**config.mk**
```make
export PLATFORM = sky130hd
export DESIGN_NAME = ccr_comparator_regs
export DESIGN_NICKNAME = d
export VERILOG_FILES = /design/src/rtl/ccr_pkg.sv /design/src/rtl/ccr_edge_if.sv /design/src/rtl/ccr_comparator_regs.sv /design/src/rtl/ccr_edge_detect.sv
export SDC_FILE = /design/constraint.sdc
export NUM_CORES = 1
export LEC_CHECK = 0
export BUFFER_PORTS_ARGS = -buffer_cell sky130_fd_sc_hd__clkbuf_2
export CORE_MARGIN = 4
export CORE_UTILIZATION = 45
export CTS_CLUSTER_DIAMETER = 200
export DETAILED_ROUTE_END_ITERATION = 6
export PLACE_DENSITY = 0.77
export SLEW_MARGIN = 10
export SYNTH_ARGS = -nofsm -noshare
export SYNTH_HDL_FRONTEND = slang
export SYNTH_SLANG_ARGS = --single-unit
```
**constraint.sdc**
```tcl
create_clock -name clk_in -period 1.1 [get_ports clk_in]
set_clock_uncertainty 0.1 [all_clocks]
set_input_delay 0.055 -clock clk_in [delete_from_list [all_inputs] [get_ports clk_in]]
set_output_delay 0.055 -clock clk_in [all_outputs]
set_load 0.005 [all_outputs]
```
**src/rtl/ccr_pkg.sv**
```systemverilog
// constants shared by the comparator control register bank
package ccr_pkg;

    // ==========================================================
    // register addresses in special-function-register space
    localparam logic [7:0] CONTROL_ADDR = 8'h9A;
    localparam logic [7:0] MODE_ADDR = 8'h9C;
    localparam logic [7:0] INPUT_SELECT_ADDR = 8'h9F;

    // ==========================================================
    // control register field positions
    localparam int CTL_POWER_BIT = 7;
    localparam int CTL_RESULT_BIT = 6;
    localparam int CTL_RISE_FLAG_BIT = 5;
    localparam int CTL_FALL_FLAG_BIT = 4;
    localparam int CTL_HYST_POS_LSB = 2;
    localparam int CTL_HYST_NEG_LSB = 0;

    // ==========================================================
    // mode register field positions
    localparam int MODE_RESV_HI_LSB = 6;
    localparam int MODE_RISE_EN_BIT = 5;
    localparam int MODE_FALL_EN_BIT = 4;
    localparam int MODE_RESV_LO_LSB = 2;
    localparam int MODE_SPEED_LSB = 0;

    // ==========================================================
    // input select register field positions
    localparam int SEL_MINUS_LSB = 4;
    localparam int SEL_PLUS_LSB = 0;

    // ==========================================================
    // field widths and reset values
    localparam int HYST_W = 2;
    localparam int SPEED_W = 2;
    localparam int SEL_W = 4;
    localparam int RESV_W = 2;
    localparam logic [HYST_W-1:0] HYST_RESET = 2'h0;
    localparam logic [SPEED_W-1:0] SPEED_RESET = 2'h2;
    localparam logic [SEL_W-1:0] SEL_RESET = 4'hF;
    localparam logic [RESV_W-1:0] MODE_RESV_HI_VALUE = 2'h2;
    localparam logic [RESV_W-1:0] MODE_RESV_LO_VALUE = 2'h0;
    localparam logic [7:0] UNMAPPED_READ = 8'h00;

    // ==========================================================
    // decoded register selection
    typedef enum logic [1:0] {
        CCR_SEL_NONE = 2'b00,
        CCR_SEL_CONTROL = 2'b01,
        CCR_SEL_MODE = 2'b10,
        CCR_SEL_INPUT = 2'b11
    } ccr_reg_sel_t;

endpackage

```
**src/rtl/ccr_edge_if.sv**
```systemverilog
// carrier between the register bank and the comparator output sampler
`timescale 1ns/1ps
`default_nettype none
interface ccr_edge_if;
    logic power_on;
    logic sampled_compare_result;
    logic rise_pulse;
    logic fall_pulse;

    modport regs (
        output power_on,
        input sampled_compare_result,
        input rise_pulse,
        input fall_pulse
    );
    modport sampler (
        input power_on,
        output sampled_compare_result,
        output rise_pulse,
        output fall_pulse
    );
endinterface
`default_nettype wire

```
**src/rtl/ccr_comparator_regs.sv**
```systemverilog
// comparator control register bank: control, mode and input select registers
//
// How it works
// [RULE1] bit 6 reads sampled comparator result
// [RULE2] rising edge sets sticky bit 5 flag
// [RULE3] falling edge sets sticky bit 4 flag
// [RULE4] mode bit 5 enables rise interrupt
// [RULE5] mode bit 4 enables fall interrupt
// [RULE6] bits 3:2 select positive hysteresis level
// [RULE7] bits 1:0 select negative hysteresis level
// [RULE8] mode bits 1:0 speed, reset 0x2
// [RULE9] select bits 7:4 choose minus input
// [RULE10] select bits 3:0 choose plus input
// [RULE11] interrupt while enabled flag remains set
// [RULE12] enable bit powers core, freezes flags
`timescale 1ns/1ps
`default_nettype none
module ccr_comparator_regs (
    // clock and reset
    input wire logic clk_in,
    input wire logic reset_n_in,
    // special-function-register access
    input wire logic [7:0] sfr_addr_in,
    input wire logic sfr_write_in,
    input wire logic sfr_read_in,
    input wire logic [7:0] sfr_wdata_in,
    output logic [7:0] sfr_rdata_out,
    // comparator decision from the analog core
    input wire logic compare_raw_in,
    // analog core controls
    output logic comparator_power_on_out,
    output logic [ccr_pkg::HYST_W-1:0] positive_hysteresis_level_out,
    output logic [ccr_pkg::HYST_W-1:0] negative_hysteresis_level_out,
    output logic [ccr_pkg::SPEED_W-1:0] response_speed_select_out,
    output logic [ccr_pkg::SEL_W-1:0] minus_input_select_out,
    output logic [ccr_pkg::SEL_W-1:0] plus_input_select_out,
    // interrupt request
    output logic comparator_irq_out
);

    // ==========================================================
    // address decode, shared by the write and read paths
    function automatic ccr_pkg::ccr_reg_sel_t decode_addr(input logic [7:0] addr);
        ccr_pkg::ccr_reg_sel_t sel;
        sel = ccr_pkg::CCR_SEL_NONE;
        if (addr == ccr_pkg::CONTROL_ADDR) begin
            sel = ccr_pkg::CCR_SEL_CONTROL;
        end else if (addr == ccr_pkg::MODE_ADDR) begin
            sel = ccr_pkg::CCR_SEL_MODE;
        end else if (addr == ccr_pkg::INPUT_SELECT_ADDR) begin
            sel = ccr_pkg::CCR_SEL_INPUT;
        end
        return sel;
    endfunction

    // ==========================================================
    // sticky flag update; a hardware set beats a same-cycle clear
    function automatic logic next_sticky(
        input logic current,
        input logic hw_set,
        input logic sw_write,
        input logic sw_value
    );
        logic result;
        result = current;
        if (sw_write) begin
            result = sw_value;
        end
        if (hw_set) begin
            result = 1'b1;
        end
        return result;
    endfunction

    // ==========================================================
    // register state
    logic power_on;
    logic rise_event_flag;
    logic fall_event_flag;
    logic [ccr_pkg::HYST_W-1:0] positive_hysteresis_level;
    logic [ccr_pkg::HYST_W-1:0] negative_hysteresis_level;
    logic rise_irq_enable;
    logic fall_irq_enable;
    logic [ccr_pkg::SPEED_W-1:0] response_speed_select;
    logic [ccr_pkg::SEL_W-1:0] minus_input_select;
    logic [ccr_pkg::SEL_W-1:0] plus_input_select;

    ccr_pkg::ccr_reg_sel_t access_sel;
    logic write_control;
    logic write_mode;
    logic write_input;

    assign access_sel = decode_addr(sfr_addr_in);

    always_comb begin
        write_control = 1'b0;
        write_mode = 1'b0;
        write_input = 1'b0;
        if (sfr_write_in) begin
            unique case (access_sel)
                ccr_pkg::CCR_SEL_CONTROL: begin
                    write_control = 1'b1;
                end
                ccr_pkg::CCR_SEL_MODE: begin
                    write_mode = 1'b1;
                end
                ccr_pkg::CCR_SEL_INPUT: begin
                    write_input = 1'b1;
                end
                ccr_pkg::CCR_SEL_NONE: begin
                    // unmapped writes are dropped with no error indication
                end
            endcase
        end
    end

    // ==========================================================
    // comparator output sampling and edge detection
    ccr_edge_if edge_bus ();

    assign edge_bus.power_on = power_on;

    ccr_edge_detect u_edge_detect (
        .clk_in(clk_in),
        .reset_n_in(reset_n_in),
        .compare_raw_in(compare_raw_in),
        .edge_bus(edge_bus)
    );

    // ==========================================================
    // control register: comparator enable
    always_ff @(posedge clk_in or negedge reset_n_in) begin
        if (!reset_n_in) begin
            power_on <= 1'b0;
        end else if (write_control) begin
            power_on <= sfr_wdata_in[ccr_pkg::CTL_POWER_BIT]; // [RULE12]
        end
    end

    // ==========================================================
    // control register: hysteresis fields
    // every code is legal, so none is range checked
    always_ff @(posedge clk_in or negedge reset_n_in) begin
        if (!reset_n_in) begin
            positive_hysteresis_level <= ccr_pkg::HYST_RESET;
            negative_hysteresis_level <= ccr_pkg::HYST_RESET;
        end else if (write_control) begin
            positive_hysteresis_level <=
                sfr_wdata_in[ccr_pkg::CTL_HYST_POS_LSB +: ccr_pkg::HYST_W]; // [RULE6]
            negative_hysteresis_level <=
                sfr_wdata_in[ccr_pkg::CTL_HYST_NEG_LSB +: ccr_pkg::HYST_W]; // [RULE7]
        end
    end

    // ==========================================================
    // rising-edge flag: firmware may write either value, hardware only sets
    always_ff @(posedge clk_in or negedge reset_n_in) begin
        if (!reset_n_in) begin
            rise_event_flag <= 1'b0;
        end else begin
            rise_event_flag <= next_sticky(rise_event_flag, edge_bus.rise_pulse,
                write_control, sfr_wdata_in[ccr_pkg::CTL_RISE_FLAG_BIT]); // [RULE2]
        end
    end

    // ==========================================================
    // falling-edge flag: same policy as the rising-edge flag
    always_ff @(posedge clk_in or negedge reset_n_in) begin
        if (!reset_n_in) begin
            fall_event_flag <= 1'b0;
        end else begin
            fall_event_flag <= next_sticky(fall_event_flag, edge_bus.fall_pulse,
                write_control, sfr_wdata_in[ccr_pkg::CTL_FALL_FLAG_BIT]); // [RULE3]
        end
    end

    // ==========================================================
    // mode register enables; reserved bits are not stored and read fixed
    always_ff @(posedge clk_in or negedge reset_n_in) begin
        if (!reset_n_in) begin
            rise_irq_enable <= 1'b0;
            fall_irq_enable <= 1'b0;
        end else if (write_mode) begin
            rise_irq_enable <= sfr_wdata_in[ccr_pkg::MODE_RISE_EN_BIT]; // [RULE4]
            fall_irq_enable <= sfr_wdata_in[ccr_pkg::MODE_FALL_EN_BIT]; // [RULE5]
        end
    end

    // ==========================================================
    // mode register response speed
    // all four codes are legal, so none is refused
    always_ff @(posedge clk_in or negedge reset_n_in) begin
        if (!reset_n_in) begin
            response_speed_select <= ccr_pkg::SPEED_RESET;
        end else if (write_mode) begin
            response_speed_select <=
                sfr_wdata_in[ccr_pkg::MODE_SPEED_LSB +: ccr_pkg::SPEED_W]; // [RULE8]
        end
    end

    // ==========================================================
    // input select register: minus input field
    always_ff @(posedge clk_in or negedge reset_n_in) begin
        if (!reset_n_in) begin
            minus_input_select <= ccr_pkg::SEL_RESET;
        end else if (write_input) begin
            minus_input_select <=
                sfr_wdata_in[ccr_pkg::SEL_MINUS_LSB +: ccr_pkg::SEL_W]; // [RULE9]
        end
    end

    // ==========================================================
    // input select register: plus input field
    always_ff @(posedge clk_in or negedge reset_n_in) begin
        if (!reset_n_in) begin
            plus_input_select <= ccr_pkg::SEL_RESET;
        end else if (write_input) begin
            plus_input_select <= sfr_wdata_in[ccr_pkg::SEL_PLUS_LSB +: ccr_pkg::SEL_W]; // [RULE10]
        end
    end

    // ==========================================================
    // read-back images of each register
    logic [7:0] control_image;
    logic [7:0] mode_image;
    logic [7:0] input_image;
    logic [7:0] next_rdata;

    always_comb begin
        control_image = 8'h00;
        control_image[ccr_pkg::CTL_POWER_BIT] = power_on;
        control_image[ccr_pkg::CTL_RESULT_BIT] = edge_bus.sampled_compare_result; // [RULE1]
        control_image[ccr_pkg::CTL_RISE_FLAG_BIT] = rise_event_flag;
        control_image[ccr_pkg::CTL_FALL_FLAG_BIT] = fall_event_flag;
        control_image[ccr_pkg::CTL_HYST_POS_LSB +: ccr_pkg::HYST_W] = positive_hysteresis_level;
        control_image[ccr_pkg::CTL_HYST_NEG_LSB +: ccr_pkg::HYST_W] = negative_hysteresis_level;
    end

    always_comb begin
        mode_image = 8'h00;
        mode_image[ccr_pkg::MODE_RESV_HI_LSB +: ccr_pkg::RESV_W] = ccr_pkg::MODE_RESV_HI_VALUE;
        mode_image[ccr_pkg::MODE_RISE_EN_BIT] = rise_irq_enable;
        mode_image[ccr_pkg::MODE_FALL_EN_BIT] = fall_irq_enable;
        mode_image[ccr_pkg::MODE_RESV_LO_LSB +: ccr_pkg::RESV_W] = ccr_pkg::MODE_RESV_LO_VALUE;
        mode_image[ccr_pkg::MODE_SPEED_LSB +: ccr_pkg::SPEED_W] = response_speed_select;
    end

    always_comb begin
        input_image = 8'h00;
        input_image[ccr_pkg::SEL_MINUS_LSB +: ccr_pkg::SEL_W] = minus_input_select;
        input_image[ccr_pkg::SEL_PLUS_LSB +: ccr_pkg::SEL_W] = plus_input_select;
    end

    always_comb begin
        unique case (access_sel)
            ccr_pkg::CCR_SEL_CONTROL: begin
                next_rdata = control_image;
            end
            ccr_pkg::CCR_SEL_MODE: begin
                next_rdata = mode_image;
            end
            ccr_pkg::CCR_SEL_INPUT: begin
                next_rdata = input_image;
            end
            ccr_pkg::CCR_SEL_NONE: begin
                next_rdata = ccr_pkg::UNMAPPED_READ;
            end
        endcase
    end

    // ==========================================================
    // read data is registered and held until the next read strobe
    always_ff @(posedge clk_in or negedge reset_n_in) begin
        if (!reset_n_in) begin
            sfr_rdata_out <= 8'h00;
        end else if (sfr_read_in) begin
            sfr_rdata_out <= next_rdata;
        end
    end

    // ==========================================================
    // interrupt request stays up while an enabled flag is set
    logic rise_irq_request;
    logic fall_irq_request;

    assign rise_irq_request = rise_event_flag & rise_irq_enable; // [RULE4]
    assign fall_irq_request = fall_event_flag & fall_irq_enable; // [RULE5]

    always_ff @(posedge clk_in or negedge reset_n_in) begin
        if (!reset_n_in) begin
            comparator_irq_out <= 1'b0;
        end else begin
            comparator_irq_out <= rise_irq_request | fall_irq_request; // [RULE11]
        end
    end

    // ==========================================================
    // analog core controls
    assign comparator_power_on_out = power_on; // [RULE12]
    assign positive_hysteresis_level_out = positive_hysteresis_level; // [RULE6]
    assign negative_hysteresis_level_out = negative_hysteresis_level; // [RULE7]
    assign response_speed_select_out = response_speed_select; // [RULE8]
    assign minus_input_select_out = minus_input_select; // [RULE9]
    assign plus_input_select_out = plus_input_select; // [RULE10]

endmodule
`default_nettype wire

```
**src/rtl/ccr_edge_detect.sv**
```systemverilog
// comparator output synchroniser, sample holder and edge detector
`timescale 1ns/1ps
`default_nettype none
module ccr_edge_detect (
    // clock and reset
    input wire logic clk_in,
    input wire logic reset_n_in,
    // raw comparator decision from the analog core
    input wire logic compare_raw_in,
    // register bank side
    ccr_edge_if.sampler edge_bus
);

    // ==========================================================
    // two-stage synchroniser; the analog decision is asynchronous
    logic sync_first;
    logic sync_second;

    always_ff @(posedge clk_in or negedge reset_n_in) begin
        if (!reset_n_in) begin
            sync_first <= 1'b0;
            sync_second <= 1'b0;
        end else begin
            sync_first <= compare_raw_in;
            sync_second <= sync_first;
        end
    end

    // ==========================================================
    // sampled result holds its last value while powered down
    logic sampled;

    always_ff @(posedge clk_in or negedge reset_n_in) begin
        if (!reset_n_in) begin
            sampled <= 1'b0;
        end else if (edge_bus.power_on) begin
            sampled <= sync_second; // [RULE1] [RULE12]
        end
    end

    // ==========================================================
    // edge pulses only while powered; a held sample can fake one at power-up
    assign edge_bus.sampled_compare_result = sampled;
    assign edge_bus.rise_pulse = edge_bus.power_on & sync_second & ~sampled; // [RULE2] [RULE12]
    assign edge_bus.fall_pulse = edge_bus.power_on & ~sync_second & sampled; // [RULE3] [RULE12]

endmodule
`default_nettype wire

```
==> results of run 1 <==
-- per-layer routing --
layer,share of wire,global-route usage,vias up
met5,0,0,-
met4,0.0081,0.0765,0
met3,0.056,0.0468,4
met2,0.50,0.327,45
met1,0.43,0.265,599
li1,-,-,586
-- kinds of logic (layout without fill, tap and decap cells) --
family / count (synthesis) / after routing / share of synthesized area
buf+inv: 13 / 105 / 0.0397
compound gates: 17 / 17 / 0.0853
flops: 31 / 31 / 0.542
mux: 20 / 20 / 0.153
simple gates: 27 / 27 / 0.179
-- power by group --
group | leakage [nW] | switching (mW) | internal (mW)
Clock | 0.0386 | 0.384 | 0.376
Combinational | 0.690 | 0.161 | 0.229
Sequential | 0.382 | 0.0399 | 1.21
Total | 1.11 | 0.585 | 1.81
-- cell usage after synthesis --
cell type | instances | area (sq um)
a211oi_1 | 1 | 7.51
a221oi_1 | 4 | 35.0
a22o_1 | 1 | 8.76
a22oi_1 | 3 | 22.5
and2_1 | 4 | 25.0
and3_2 | 1 | 7.51
and3b_1 | 2 | 17.5
and4bb_2 | 5 | 62.6
buf_4 | 2 | 15.0
clkbuf_1 | 2 | 7.51
clkbuf_2 | 1 | 5.00
dfrtp_1 | 22 | 551
dfstp_2 | 9 | 236
inv_1 | 8 | 30.0
mux2_2 | 18 | 203
mux2i_1 | 2 | 20.0
nand2b_1 | 1 | 6.26
nand3_1 | 1 | 5.00
nand3_2 | 1 | 10.0
nand4b_4 | 1 | 23.8
nor2_1 | 5 | 18.8
nor3_4 | 1 | 16.3
nor3b_1 | 1 | 7.51
nor3b_2 | 1 | 12.5
nor3b_4 | 2 | 37.5
nor4bb_1 | 1 | 10.0
o22ai_1 | 8 | 50.1
-- worst max path at each step --
stage                                                       startpoint                                      endpoint  slack, ps  depth (start not counted)
after CTS                                  fall_event_flag$_DFFE_PN0P_                  sfr_rdata_out[4]$_DFFE_PN0P_        -60                          3
final                     negative_hysteresis_level_out[1]$_DFFE_PN0P_                  sfr_rdata_out[1]$_DFFE_PN0P_        -60                          3
after global placement                                  sfr_addr_in[6]  negative_hysteresis_level_out[1]$_DFFE_PN0P_       -250                          5
after global routing      negative_hysteresis_level_out[0]$_DFFE_PN0P_                  sfr_rdata_out[0]$_DFFE_PN0P_       -140                          3
after detailed placement                                sfr_addr_in[0]      response_speed_select_out[0]$_DFFE_PN0P_       -340                          4
after floorplan                                         sfr_addr_in[0]           comparator_power_on_out$_DFFE_PN0P_       -260                          4
-- cell type report --
| class | count | area, sq um |
|---|---|---|
| inverter | 8 | 30.0 |
| sequential | 31 | 787 |
| multi-input combinational | 64 | 667 |
| tap | 44 | 55.1 |
| fill | 218 | 832 |
| clock buffer | 8 | 68.8 |
| timing repair buffer | 89 | 638 |
-- flip-flops by register name, indices dropped and copies added (netlist names), 2 cells and up --
signal and flops:
plus_input_select_out 4, response_speed_select_out 2, minus_input_select_out 4, sfr_rdata_out 8
negative_hysteresis_level_out 2, positive_hysteresis_level_out 2
-- repair_timing --
| action | in CTS | in global routing |
|---|---|---|
| setup endpoints to repair | 20 | 24 |
| pin swaps | 2 | 0 |
| hold endpoints to repair | 54 | 0 |
| setup buffers | 9 | 0 |
| hold buffers | 11 | 0 |
| resized for setup | 4 | 6 |
-- layout by cell type (no fill, tap or decap) --
master,instances
a22oi_1,3
clkbuf_2,40
and2_1,4
dlygate4sd3_1,11
nor3b_2,1
a22o_1,1
mux2_4,5
dfrtp_1,22
o22ai_1,8
buf_4,29
nor2_1,5
nor4bb_1,1
nor3b_4,3
nand4b_4,1
nand3_2,1
mux2i_1,2
clkbuf_8,2
inv_1,8
buf_6,8
a221oi_2,4
nor3_4,1
clkbuf_1,1
dfstp_2,9
and3_2,1
mux2_2,13
clkbuf_4,5
nand3_1,1
buf_12,1
and3b_1,2
and4bb_2,5
a211oi_2,1
nand2b_1,1
-- stage by stage --
step / power (mW) / TNS, ps / instances
global placement: 1.57 / -5360 / 216
floorplan: 1.40 / -3130 / 108
global route: 2.53 / -1680 / 244
detailed placement: 1.59 / -6030 / 216
finish: 2.40 / -485 / 244
CTS: 2.40 / -612 / 244
==> metrics.txt, run 1 <==
CTS Buffer Depth=2; clk_lat worst skew=about 320 ps; layout cell share with drive strength beyond 1=0.650; via count=about 1200; Syn-to-layout area delta=54.7%; Setup WS pre-CTS=-340 ps; vias in the first global route=~1300; arrival time at the worst endpoint=1260 ps; Worst EP required=around 1200 ps; status=finished, violations left; reg2reg path depth=3; Die H=64.8 um; Top Ports=45; Final GP Congestion=between 0.8 and 0.9; largest stage delay on the critical path=400 ps; largest net degree at the start of global routing=19; CTS tree=yes; IO Port Bufs=44; Buf/Inv on CP=0; first-pass GRT wire length=6.45 mm; root buf cell=clkbuf_4; total CTS buffers=5; Post-Synthesis Cells=around 110; final hold violations=0; all-layer global routing usage=0.203; Worst slew margin=0.731; die footprint=between 0.004 and 0.005 sq mm; setup ws final=-61.8 ps; dpl cell area=0.00195 sq mm; cell area after layout=between 0.002 and 0.0025 sq mm; Netlist cell types=27; Vias per Instance=5.06; clock period minus worst slack=approximately 1200 ps; Worst-path clk slew=~100 ps; WL final=roughly 3.8 mm; Post-DRT Antenna Nets=0; Crit Path Class=reg -> reg; sequential fraction of the synthesis area=0.542; R2R Setup Slk=-60 ps; FMAX=approximately 860 MHz; Avg Cell Area, Syn=13.4 sq um; crit-path leading delay family=flip-flops; Rows=20; #FFs+latches synth=31; crit-path cells=and4bb_2 -> a221oi_2 -> o22ai_1; DR WL/cell=15.6 um; fin nets=220; LEAKAGE=roughly 1.1 nW; Worst Max-Slew Pin Slew=between 400 and 500 ps; Pwr per Cell Area=between 1000 and 1500 mW/mm^2; # setup viols final=17; CP max stage cell=dfrtp_1; clock sinks=31; failing checks=negative setup slack; DRT iter0 DRCs=19; grt total ovfl=0; CP startpoint kind=register; Die X=64.8 um; Hold Slack=around 73 ps; Finished Core Util=0.730; crit share post-route=1.06; syn nets=between 100 and 150; R2R Path End=sfr_rdata_out[1]$_DFFE_PN0P_; DRC=0; Slew Limit Fails=0; Post-Syn Area=approximately 0.0015 sq mm; warnings from Yosys=0; core area=slightly above 0.003 sq mm; Peak VDD IR=approximately 0.74 mV; Worst setup EP type=register; htree depth=2; initial antenna violation count=0; ANT cells=0; CP max FO=2; RSZ-0062 raised after global routing=yes; First-pass DRT Iterations=4; Final HPWL DP=between 2 and 3 mm; max-cap check violation count=0; Hold Crit Class=in -> async; reg2reg start=negative_hysteresis_level_out[1]$_DFFE_PN0P_; initial core utilization=0.472
Power figures use the tool's default switching activity.
==> run 2: changes to the inputs <==
--- a/config.mk
+++ b/config.mk
@@ -7,10 +7,11 @@
 export LEC_CHECK = 0
 export BUFFER_PORTS_ARGS = -buffer_cell sky130_fd_sc_hd__clkbuf_2
 export CORE_MARGIN = 4
-export CORE_UTILIZATION = 45
+export CORE_UTILIZATION = 47
+export CTS_BUF_LIST = sky130_fd_sc_hd__clkbuf_4 sky130_fd_sc_hd__clkbuf_8
 export CTS_CLUSTER_DIAMETER = 200
 export DETAILED_ROUTE_END_ITERATION = 6
-export PLACE_DENSITY = 0.77
+export PLACE_DENSITY = 0.8
 export SLEW_MARGIN = 10
 export SYNTH_ARGS = -nofsm -noshare
 export SYNTH_HDL_FRONTEND = slang
==> run 2 against run 1 <==
Effect of this change:
- the flow still finishes with violations (negative setup slack)
- combinational power fell by 6.2%
- critical path depth stayed put
- first-iteration DRC count grew 110%
- final cell count decreased by 6.1%
- sequential power about the same
- register-to-register slack lost 20 ps
- flip-flop and latch count did not move
- via count is 1.5% lower
- power increased by 0.30%
- critical path type unchanged
- critical endpoint unchanged
- highest routed layer unchanged
==> metrics.txt, run 2 (same netlist as run 1, synthesis figures left out) <==
Syn-to-layout area delta=50.4%; Slew Limit Fails=0 (unchanged); DR WL/cell=15.8 um (+0.98%); Worst slew margin=0.742 (+0.0110); Crit Path Class=reg -> reg; WL final=3.61 mm (-5.2%); initial antenna violation count=0 (unchanged); crit share post-route=1.08 (+0.0221); Vias per Instance=5.31 (+4.9%); Worst EP required=1220 ps (+20 ps); initial core utilization=0.509 (+0.0372); Buf/Inv on CP=0 (unchanged); clock sinks=31 (unchanged); Seq pwr share=0.518 (-0.002); CP max stage cell=dfrtp_1; Biggest register=sfr_rdata_out; Post-DRT Antenna Nets=0 (unchanged); final hold violations=0 (unchanged); Peak VDD IR=0.849 mV (+16%); DRC=0 (unchanged); Fin Setup TNS=-812 ps (-328 ps); # setup viols final=18 (+1); Hold Crit Class=in -> reg; root buf cell=clkbuf_4; Pwr Total=2.40 mW (+0.30%); Pwr per Cell Area=1100 mW/mm^2 (+3.2%); grt total ovfl=0 (unchanged); failing checks=negative setup slack; Top Ports=45 (unchanged); First-pass DRT Iterations=4 (unchanged); FMAX=843 MHz (-2.0%); CP max FO=2 (unchanged); CP startpoint kind=register; ANT cells=0 (unchanged); total CTS buffers=5 (unchanged); Final GP Congestion=0.850 (+2.5%); Layout Cells excl Fill=229 (-6.1%); clk_lat worst skew=340 ps (+20 ps); Switching Fraction=0.243 (-0.00112); Final HPWL DP=2.68 mm (-3.1%); crit-path leading delay family=flip-flops; IO Port Bufs=44 (unchanged); die footprint=0.00404 sq mm (-3.7%); setup ws final=-86.1 ps (-24.3 ps); CTS tree=yes; Die X=63.6 um (-1.9%); internal power=1.82 mW (+0.45%); Worst-path clk slew=100 ps (about the same); max FFs per register=8 (unchanged); layout cell share with drive strength beyond 1=0.652 (+0.00152); Rows=19 (-5.0%); crit-path cells=and4bb_2 -> a221oi_2 -> o22ai_1; all-layer global routing usage=0.194 (-0.00877); Worst Max-Slew Pin Slew=387 ps (-16.5 ps); first-pass GRT wire length=5.89 mm (-8.7%); via count=1215 (-1.5%); max-cap check violation count=0 (unchanged); htree depth=2 (unchanged); largest stage delay on the critical path=390 ps (about the same); RSZ-0062 raised after global routing=yes; most frequent cells in the layout=clkbuf_2, buf_4, dfrtp_1, mux2_2, dlygate4sd3_1; Die H=63.6 um (-1.9%); fin nets=218 (-0.91%); Worst setup EP type=register; Hold Slack=105 ps (+31.8 ps); Switching Power=0.584 mW (-0.16%); Clk pwr share=0.329 (+0.012); commonest non-fill, non-tap cell in the layout=clkbuf_2; status=finished, violations left; arrival time at the worst endpoint=1310 ps (+50 ps); vias in the first global route=1243 (-5.7%); cell area after layout=0.00218 sq mm (-2.8%); DRT iter0 DRCs=40 (+21); largest net degree at the start of global routing=32 (+13); core area=0.00285 sq mm (-7.3%); CTS Buffer Depth=2 (unchanged); LEAKAGE=1.09 nW (-1.5%); dpl cell area=0.00192 sq mm (-1.9%); clock period minus worst slack=1190 ps (+24.3 ps); Placed Cells=202 (-6.5%); Comb power frac=0.152 (-0.011)
[run 2: worst paths after layout]
kind,start,to,slack [ps],depth (start not counted)
max,negative_hysteresis_level_out[1]$_DFFE_PN0P_,sfr_rdata_out[1]$_DFFE_PN0P_,-90,3
min,sfr_addr_in[3],sfr_rdata_out[5]$_DFFE_PN0P_,100,3
max reg2reg,negative_hysteresis_level_out[1]$_DFFE_PN0P_,sfr_rdata_out[1]$_DFFE_PN0P_,-90,3
min reg2reg,u_edge_detect.sync_first$_DFF_PN0_,u_edge_detect.sync_second$_DFF_PN0_,260,0
max in group asynchronous,reset_n_in,response_speed_select_out[1]$_DFFE_PN1P_,420,3
min in group asynchronous,reset_n_in,positive_hysteresis_level_out[0]$_DFFE_PN0P_,150,3
[run 2: worst reg2reg max path: cells and delay by family, from the launching register on]
| kind | cells | cell delay, ps |
|---|---|---|
| simple gates | 1 | 230 |
| flops | 1 | 390 |
| compound gates | 2 | 340 |
[run 2: area by class of cell]
cell class                 instances  area [sq um]
clock buffer                       8          72.6
tap                               31          38.8
timing repair buffer              87           588
multi-input combinational         64           667
fill                             189           669
inverter                           8          30.0
sequential                        31           787
[run 2: power by group through the flow]
stage          Clock, mW  Combinational (mW)  Sequential [mW]
5_1_grt            0.856               0.397             1.26
6_report           0.792               0.366             1.25
4_1_cts            0.794               0.366             1.25
3_3_place_gp           0               0.296             1.27
3_5_place_dp           0               0.306             1.27
2_1_floorplan          0               0.138             1.27
[run 2: repair_timing]
action / in CTS / in global routing
resized for setup: 3 / 3
pin swaps: 0 / 1
setup endpoints to repair: 18 / 25
buffers inserted: 8 / 0
hold buffers: 11 / 0
endpoints found under the hold margin: 59 / 0
[run 2: metrics by stage]
stage	setup WS (ps)	utilization
floorplan	-261	-
global placement	-292	0.672
detailed placement	-348	0.672
CTS	-74.4	0.761
global route	-129	0.765
finish	-86.1	0.765
[run 2: routing by layer]
| layer | track usage | vias up | wire length, um |
|---|---|---|---|
| met3 | 0.0746 | 8 | 211 |
| met5 | 0 | - | 0 |
| met1 | 0.234 | 596 | 1540 |
| met4 | 0.0647 | 0 | 48 |
| met2 | 0.316 | 31 | 1810 |
| li1 | - | 580 | - |
